<file path="src/hdl/dis_pkg.sv">
// Purpose: shared constants and types for the memory init sequencer
// Assumes: 40 MHz pclk, APB register access at word offsets
// Notes: timing figures kept in ns except the DLL lock budget, cycle counts derived from them
package dis_pkg;
  localparam int CLK_NS = 25;
  // power-up hold with clock enable low, in ns
  localparam int POWERUP_NS = 200000;
  localparam int POWERUP_CYC = (POWERUP_NS + CLK_NS - 1) / CLK_NS;
  // DLL lock budget, in clock cycles
  localparam int DLL_LOCK_CYC = 200;
  // default minimum waits in ns (plain values, tunable)
  localparam int PRECHARGE_NS = 15;
  localparam int MODE_SET_NS = 10;
  localparam int REFRESH_CYCLE_NS = 75;
  localparam int PRECHARGE_CYC = (PRECHARGE_NS + CLK_NS - 1) / CLK_NS;
  localparam int MODE_SET_CYC = (MODE_SET_NS + CLK_NS - 1) / CLK_NS;
  localparam int REFRESH_CYC = (REFRESH_CYCLE_NS + CLK_NS - 1) / CLK_NS;
  // register offsets
  localparam logic [7:0] REG_CTRL = 8'h00;
  localparam logic [7:0] REG_MODE = 8'h04;
  localparam logic [7:0] REG_STATUS = 8'h08;
  // control field positions
  localparam int CTRL_START = 0;
  localparam int CTRL_DRIVE = 1;
  localparam int CTRL_FINAL_MRS = 2;
  localparam int CTRL_RELOCK = 3;
  // mode register bit positions
  localparam int DLL_DISABLE_POS = 0;
  localparam int DRIVE_POS = 1;
  localparam int DLL_RESET_POS = 8;
  localparam logic [12:0] MODE_RESET = 13'h0032;
  // command encodings {cs_n, ras_n, cas_n, we_n}
  localparam logic [3:0] CMD_NOP = 4'h7;
  localparam logic [3:0] CMD_PRECHARGE = 4'h2;
  localparam logic [3:0] CMD_REFRESH = 4'h1;
  localparam logic [3:0] CMD_LOAD_MODE = 4'h0;
  localparam int A10_POS = 10;
  // command bus to the memory
  typedef struct packed {
    logic cke;
    logic [3:0] cmd;
    logic [1:0] bank;
    logic [12:0] addr;
  } dis_cmd_t;
endpackage

</file>
<file path="src/hdl/dis_init_seq.sv">
// Purpose: host side power-up sequencer driving a DDR memory module
// Assumes: software starts it over APB; memory clock is pclk
// Notes: waits counted in whole cycles, NOP on every idle cycle
// How it works
// hold clock enable low 200us, then NOP
// precharge all, then wait precharge period
// extended mode: DLL on, drive bit chosen
// wait mode set delay after each load
// base mode load with DLL reset set
// 200 cycles from DLL reset to reads
// second precharge all, then wait
// two refreshes, each followed by refresh time
// optional load clearing DLL reset bit
// memory accepts commands after sequence ends
// clock enable high across each refresh
// clock change: DLL reset then 200 cycles
// whole-cycle waits, NOP when idle
`timescale 1ns/10ps
`default_nettype none
module dis_init_seq
  import dis_pkg::*;
#(
  parameter int POWERUP_CYCLES = POWERUP_CYC
) (
  // clock and reset
  input wire logic pclk,
  input wire logic presetn,
  // apb slave
  input wire logic psel,
  input wire logic penable,
  input wire logic pwrite,
  input wire logic [7:0] paddr,
  input wire logic [31:0] pwdata,
  output logic [31:0] prdata,
  output logic pready,
  output logic pslverr,
  // memory command pins
  output var dis_pkg::dis_cmd_t mem_cmd
);
  import dis_pkg::*;

  // elaboration check: the hold must fit the 18-bit wait counter
  if (POWERUP_CYCLES < 1 || POWERUP_CYCLES > 262144) begin : g_bad_hold
    $error("POWERUP_CYCLES out of range");
  end

  typedef enum logic [3:0] {S_IDLE, S_POWER, S_WAKE, S_PRE1, S_EMR, S_MR,
    S_PRE2, S_REF1, S_REF2, S_MR2, S_READY} dis_state_t;

  dis_state_t state; // sequence position
  logic [17:0] wait_cnt; // remaining idle cycles
  logic [7:0] dll_cnt; // cycles since last DLL reset
  logic [12:0] mode_bits; // operating parameters
  logic ctrl_drive; // reduced drive select
  logic ctrl_final; // issue closing mode load
  logic start_pulse; // software start
  logic relock_pulse; // software relock after clock change
  logic busy;
  logic apb_wr;

  assign apb_wr = psel && penable && pwrite;
  assign busy = (state != S_IDLE) && (state != S_READY);

  // builds a command word; clock enable is always set high in it
  function automatic dis_cmd_t mk(input logic [3:0] c, input logic [1:0] b,
                                  input logic [12:0] a);
    dis_cmd_t r;
    r.cke = 1'b1;
    r.cmd = c;
    r.bank = b;
    r.addr = a;
    return r;
  endfunction

  // register writes; start and relock bits self-clear as pulses
  always_ff @(posedge pclk or negedge presetn) begin
    if (!presetn) begin
      mode_bits <= MODE_RESET;
      ctrl_drive <= 1'b0;
      ctrl_final <= 1'b1;
      start_pulse <= 1'b0;
      relock_pulse <= 1'b0;
    end else begin
      start_pulse <= 1'b0;
      relock_pulse <= 1'b0;
      if (apb_wr && paddr == REG_CTRL) begin
        start_pulse <= pwdata[CTRL_START];
        ctrl_drive <= pwdata[CTRL_DRIVE];
        ctrl_final <= pwdata[CTRL_FINAL_MRS];
        relock_pulse <= pwdata[CTRL_RELOCK];
      end else if (apb_wr && paddr == REG_MODE && !busy) begin
        mode_bits <= pwdata[12:0];
      end
    end
  end

  // apb answers: zero wait states, error on unmapped address
  always_ff @(posedge pclk or negedge presetn) begin
    if (!presetn) begin
      prdata <= 32'h0000_0000;
      pready <= 1'b0;
      pslverr <= 1'b0;
    end else begin
      pready <= psel && !penable;
      pslverr <= psel && !penable && paddr != REG_CTRL &&
                 paddr != REG_MODE && paddr != REG_STATUS;
      case (paddr)
        REG_CTRL: prdata <= {29'h0, ctrl_final, ctrl_drive, 1'b0};
        REG_MODE: prdata <= {19'h0, mode_bits};
        // ready only once the closing wait has run out as well
        REG_STATUS: prdata <= {22'h0, dll_cnt == 8'(DLL_LOCK_CYC),
                               state == S_READY && wait_cnt == 18'h0,
                               4'(state), 4'h0};
        default: prdata <= 32'h0000_0000;
      endcase
    end
  end

  // DLL lock counter; restarts on every DLL reset load
  always_ff @(posedge pclk or negedge presetn) begin
    if (!presetn) begin
      dll_cnt <= 8'h00;
    end else if (mem_cmd.cmd == CMD_LOAD_MODE && mem_cmd.bank == 2'h0 &&
                 mem_cmd.addr[DLL_RESET_POS]) begin
      dll_cnt <= 8'h01;
    end else if (dll_cnt != 8'h00 && dll_cnt != 8'(DLL_LOCK_CYC)) begin
      // stays at zero until the first DLL reset load, so no false lock
      dll_cnt <= dll_cnt + 8'h01;
    end
  end

  // sequencer: one command then a counted NOP wait
  always_ff @(posedge pclk or negedge presetn) begin
    if (!presetn) begin
      state <= S_IDLE;
      wait_cnt <= 18'h0;
      mem_cmd <= '{cke: 1'b0, cmd: CMD_NOP, bank: 2'h0, addr: 13'h0};
    end else begin
      mem_cmd.cmd <= CMD_NOP;
      mem_cmd.bank <= 2'h0;
      mem_cmd.addr <= 13'h0;
      if (wait_cnt != 18'h0) begin
        wait_cnt <= wait_cnt - 18'h1;
      end else begin
        case (state)
          S_IDLE: begin
            if (start_pulse) begin
              state <= S_POWER;
              mem_cmd.cke <= 1'b0;
              wait_cnt <= 18'(POWERUP_CYCLES - 1);
            end
          end
          S_POWER: begin
            mem_cmd.cke <= 1'b1;
            state <= S_WAKE;
          end
          S_WAKE: begin
            mem_cmd <= mk(CMD_PRECHARGE, 2'h0, 13'(1 << A10_POS));
            wait_cnt <= 18'(PRECHARGE_CYC);
            state <= S_EMR;
          end
          S_EMR: begin
            mem_cmd <= mk(CMD_LOAD_MODE, 2'h1,
                          13'({ctrl_drive, 1'b0}));
            wait_cnt <= 18'(MODE_SET_CYC);
            state <= S_MR;
          end
          S_MR: begin
            mem_cmd <= mk(CMD_LOAD_MODE, 2'h0,
                          mode_bits | 13'(1 << DLL_RESET_POS));
            wait_cnt <= 18'(MODE_SET_CYC);
            state <= S_PRE2;
          end
          S_PRE2: begin
            mem_cmd <= mk(CMD_PRECHARGE, 2'h0, 13'(1 << A10_POS));
            wait_cnt <= 18'(PRECHARGE_CYC);
            state <= S_REF1;
          end
          S_REF1: begin
            mem_cmd <= mk(CMD_REFRESH, 2'h0, 13'h0);
            wait_cnt <= 18'(REFRESH_CYC);
            state <= S_REF2;
          end
          S_REF2: begin
            mem_cmd <= mk(CMD_REFRESH, 2'h0, 13'h0);
            wait_cnt <= 18'(REFRESH_CYC);
            state <= ctrl_final ? S_MR2 : S_READY;
          end
          S_MR2: begin
            mem_cmd <= mk(CMD_LOAD_MODE, 2'h0,
                          mode_bits & ~13'(1 << DLL_RESET_POS));
            wait_cnt <= 18'(MODE_SET_CYC);
            state <= S_READY;
          end
          S_READY: begin
            // ready flag means the memory may take any command but a read, which waits for the DLL lock flag
            if (relock_pulse) begin
              mem_cmd <= mk(CMD_LOAD_MODE, 2'h0,
                            mode_bits | 13'(1 << DLL_RESET_POS));
              wait_cnt <= 18'(MODE_SET_CYC);
            end else if (start_pulse) begin
              // restart skips the power hold: clock enable is already up
              state <= S_WAKE;
            end
          end
          default: state <= S_IDLE;
        endcase
      end
    end
  end

  // clock enable stays high on each refresh cycle and the two cycles after it
  property p_cke_refresh;
    @(posedge pclk) disable iff (!presetn)
      mem_cmd.cmd == CMD_REFRESH |-> mem_cmd.cke [*3];
  endproperty
  a_cke_refresh: assert property (p_cke_refresh)
    else $error("clock enable dropped during refresh");

  // commands are followed by a NOP
  property p_nop_after;
    @(posedge pclk) disable iff (!presetn)
      mem_cmd.cmd != CMD_NOP |=> mem_cmd.cmd == CMD_NOP;
  endproperty
  a_nop_after: assert property (p_nop_after)
    else $error("command not followed by NOP");

  // extended load keeps DLL enabled and higher bits clear
  property p_emr_bits;
    @(posedge pclk) disable iff (!presetn)
      (mem_cmd.cmd == CMD_LOAD_MODE && mem_cmd.bank == 2'h1) |->
        mem_cmd.addr[DLL_DISABLE_POS] == 1'b0 && mem_cmd.addr[12:2] == 11'h0;
  endproperty
  a_emr_bits: assert property (p_emr_bits)
    else $error("extended mode value illegal");

  // clock enable low for the first cycle of power wait
  property p_power_low;
    @(posedge pclk) disable iff (!presetn)
      $rose(state == S_POWER) |-> !mem_cmd.cke;
  endproperty
  a_power_low: assert property (p_power_low)
    else $error("clock enable high during power wait");

  // ready reached only after DLL reset load
  property p_ready_dll;
    @(posedge pclk) disable iff (!presetn)
      $rose(state == S_READY) |-> dll_cnt != 8'h00;
  endproperty
  a_ready_dll: assert property (p_ready_dll)
    else $error("ready without DLL reset");

  // base load during sequence carries DLL reset
  property p_mr_reset;
    @(posedge pclk) disable iff (!presetn)
      ($past(state) == S_MR && state == S_PRE2) |->
        mem_cmd.addr[DLL_RESET_POS];
  endproperty
  a_mr_reset: assert property (p_mr_reset)
    else $error("base load lacks DLL reset");

  // closing load clears DLL reset
  property p_mr2_clear;
    @(posedge pclk) disable iff (!presetn)
      ($past(state) == S_MR2 && state == S_READY) |->
        !mem_cmd.addr[DLL_RESET_POS];
  endproperty
  a_mr2_clear: assert property (p_mr2_clear)
    else $error("closing load keeps DLL reset");

  // mode load followed by at least one idle cycle
  property p_mrd_wait;
    @(posedge pclk) disable iff (!presetn)
      mem_cmd.cmd == CMD_LOAD_MODE |=> mem_cmd.cmd == CMD_NOP [*1];
  endproperty
  a_mrd_wait: assert property (p_mrd_wait)
    else $error("mode set delay violated");
endmodule
`default_nettype wire

</file>
<file path="config.mk">
export PLATFORM = sky130hd
export DESIGN_NAME = dis_init_seq
export DESIGN_NICKNAME = d
export VERILOG_FILES = /design/src/hdl/dis_pkg.sv /design/src/hdl/dis_init_seq.sv
export SDC_FILE = /design/constraint.sdc
export NUM_CORES = 1
export LEC_CHECK = 0
export BUFFER_PORTS_ARGS = -buffer_cell sky130_fd_sc_hd__buf_2
export CAP_MARGIN = 30
export CORE_ASPECT_RATIO = 1.75
export CORE_UTILIZATION = 25
export CTS_BUF_LIST = sky130_fd_sc_hd__clkbuf_4 sky130_fd_sc_hd__clkbuf_8
export CTS_CLUSTER_SIZE = 8
export DETAILED_ROUTE_END_ITERATION = 7
export GPL_ROUTABILITY_DRIVEN = 0
export HOLD_SLACK_MARGIN = 0.06
export PLACE_DENSITY = 0.46
export SLEW_MARGIN = 0
export SYNTH_ARGS = -nofsm -noshare
export SYNTH_HDL_FRONTEND = slang
export SYNTH_SLANG_ARGS = --single-unit
</file>
<file path="constraint.sdc">
create_clock -name pclk -period 4 [get_ports pclk]
set_input_delay 0.4 -clock pclk [delete_from_list [all_inputs] [get_ports pclk]]
set_output_delay 0.4 -clock pclk [all_outputs]
set_load 0.02 [all_outputs]
</file>
==> results.toml <==
[grt]
grt_pass1_wl_um = 13590
grt_pass1_vias = 2719
overflow = 0
grt_usage = 0.1139
grt_max_degree = 62
antenna_found_initial = 0

[cts]
ctsLongestPathBuffers = 2
clk_pin_slew_ns = 0.08
worst_skew_pair.late_latency_ns = 0.35
cts_resized = 0
h-tree-depth = 3
cts_sinks = 80
numCtsBuffers = 9
cts_tree = "done"
clockRootBuffer = "clkbuf_8"

[timing]
drv_slew = 0
min_period_over_period = 0.6355
maxSlewHeadroom = 0.4997
rsz0062_at_grt = "no"
hold_viol = 0
setup_tns_ns = 0
fmax_ghz = 0.3934
worst_slack_ns = 1.458
fin_crit_ns = 2.542
finalSetupViolations = 0
worst_pin_slew_ns = 0.7477
clock-skew-final_ns = 0.01455

[pwr]
clkPwrFrac = 0.331
p_seq_frac = 0.523
p_int_w = 0.001363
ir_drop_mv = 0.1438
p_leak_nw = 2.111
p_switching_w = 0.0005656
powerDensity_mw_per_mm2 = 435.4
switching_share = 0.2933
power_frac_comb = 0.146

[routing]
vias = 2651
routedWlPerCell_um = 13.76
drc_errors = 0
dr.first_iter.drc_count = 119
firstDrtPassIters = 4
drtAntennaViolNets = 0
vias_per_cell = 4.463
routed_wl_um = 8175

[worst_setup_path]
timing.rr.start = "wait_cnt[0]"
critical_path_class = "register to register"
path_max_fanout = 22
cp-start-kind = "register"
end_kind = "register"
crit_start = "wait_cnt[0]"
required_ns = 4.25
worst_ep_arrival_time_ns = 2.79

[floorplanning]
boundaryPins = 99
fp.dieW_um = 95.01
rows = 59
initial_utilization = 0.2551
die_h_um = 164.8
fp.dieArea_mm2 = 0.01565
coreArea_mm2 = 0.01484

[cells_and_area]
drive_above_1_share = 0.2652
multi_input_area_mm2 = 0.001598
antenna_cells = 0
nFillCells = 1556
regArea_mm2 = 0.002011
fin_util = 0.2985
syn2layout_area_growth_pct = 17.02
fin_nets = 455

[synth]
synth_ff_type = "dfrtp_1"
post_synth_and_or_nand_nor_area_fraction = 0.1871
syn_area_mm2 = 0.003785
yosysMostFrequentCell = "dfrtp_1"
synth-xor-area-share = 0.03934
synthAdderAreaFrac = 0.01322
synth-compound-area-share = 0.09620
synth.area.mux_share = 0.06413
synth_area_leaders = "dfrtp_1, dfstp_2, mux2_2"
netlist_instances = 348
synth.top_cell.area_share = 0.4826
synth_edf_count = 0
yosys.area.top_type = "dfrtp_1"
synth_top_family_by_area = "simple AND/OR/NAND/NOR gates"
synth_common_cells = "dfrtp_1, nor2_1, buf_4"
yosysUniqueCellTypes = 52
ys_warn_count = 0
ys_seq_elements = 80
synthArstFlopShare = 1.000
syn_area_per_cell_um2 = 10.88
ys_seq_area_frac = 0.5312

[place]
pre_cts_slack_ns = 1.481
io_buffer_count = 58
dp_hpwl_um = 6028

[outcome]
status = "finished clean"

[worst_hold_path]
hp-class = "input pin to register"
min_from = "penable"

[job]
maxCapViolations = 0
## layer usage
| layer | wire, um | up-vias | global-route usage |
|---|---|---|---|
| met3 | 333 | 8 | 0.02440 |
| met1 | 3112 | 1299 | 0.1229 |
| met2 | 4617 | 75 | 0.2145 |
| met4 | 112 | 0 | 0.03719 |
| li1 | - | 1269 | - |
| met5 | 0 | - | 0 |
## stage by stage
step	area (um2)	cells	total power, W	hold slack (ns)
6_report	4429	594	0.001928	0.2158
5_1_grt	4429	594	0.002039	0.2220
4_1_cts	4429	594	0.001963	0.1959
3_5_place_dp	4204	577	0.001310	0.3114
3_3_place_gp	4172	575	0.001296	0.4495
2_1_floorplan	3860	368	0.001231	0.1044
## worst paths after layout
check	end	slack [ns]	depth (start not counted)
setup / recovery	wait_cnt[3]	1.46	7
hold / removal	pready	0.22	2
setup reg to reg	wait_cnt[3]	1.46	7
hold reg to reg	prdata[8]	0.47	2
max in group asynchronous	mode_bits[4]	2.91	3
min in group asynchronous	wait_cnt[9]	0.46	2
## flip-flops by register name, summed over array words and instances, names as in the netlist
| name | cells |
|---|---|
| relock_pulse | 1 |
| mem_cmd | 18 |
| mode_bits | 13 |
| state | 4 |
| dll_cnt | 8 |
| ctrl_drive | 1 |
| pslverr | 1 |
| pready | 1 |
| ctrl_final | 1 |
| prdata | 13 |
| wait_cnt | 18 |
| start_pulse | 1 |
## critical path, stage by stage, from the launching register on
cell	delay, ns
dfrtp_1	0.42
inv_1	0.11
ha_1	0.15
or4b_4	0.49
nor2_1	0.17
nand3_2	0.41
mux2_1	0.48
o211a_1	0.21
## placed cells by master, fill, tap and decap left out, types with 2 or more instances in the layout
master,instances
a21o_1,2
a21oi_1,15
a22o_1,5
and2_1,19
and3_1,5
buf_2,58
buf_4,2
clkbuf_8,11
clkinv_4,2
conb_1,21
dfrtp_1,73
dfstp_2,7
ha_1,4
inv_1,9
mux2_1,2
mux2_2,16
mux2i_1,4
nand2_1,20
nand2b_1,5
nand3_1,10
nand4_1,2
nor2_1,28
nor2b_1,7
nor3_1,11
nor3b_1,2
nor4_1,5
nor4_4,2
o211a_1,3
o21ai_0,12
o31ai_1,3
or4_1,4
xnor2_1,11
xor2_1,6
## power groups by stage
stage	clock network [W]	logic [W]	registers, W
2_1_floorplan	0	0.000230	0.00100
3_3_place_gp	0	0.000275	0.00102
3_5_place_dp	0	0.000284	0.00103
4_1_cts	0.000665	0.000288	0.00101
5_1_grt	0.000692	0.000321	0.00103
6_report	0.000638	0.000282	0.00101
## logic make-up (layout without fill, tap and decap cells)
logic type	count (synthesis)	after routing
AOI/OAI and AO/OA	53	53
xor gates and xnor gates	17	17
adders and majority gates	4	4
buffers and inverters	44	87
DFF	80	80
muxes	22	22
other	1	21
and+or+nand+nor	127	127
## repair_timing
action	CTS	global route
endpoints found under the hold margin	17	0
buffers inserted	0	0
hold buffers	1	0
## final cells by class
class	instances	area share
Clock inverter	5	0.01441
Multi-Input combinational cell	244	0.3607
Sequential cell	80	0.4540
Clock buffer	11	0.03418
Inverter	9	0.007627
Tap cell	183	0.05169
Timing Repair Buffer	62	0.07740
(Power assumes the default switching activity.)
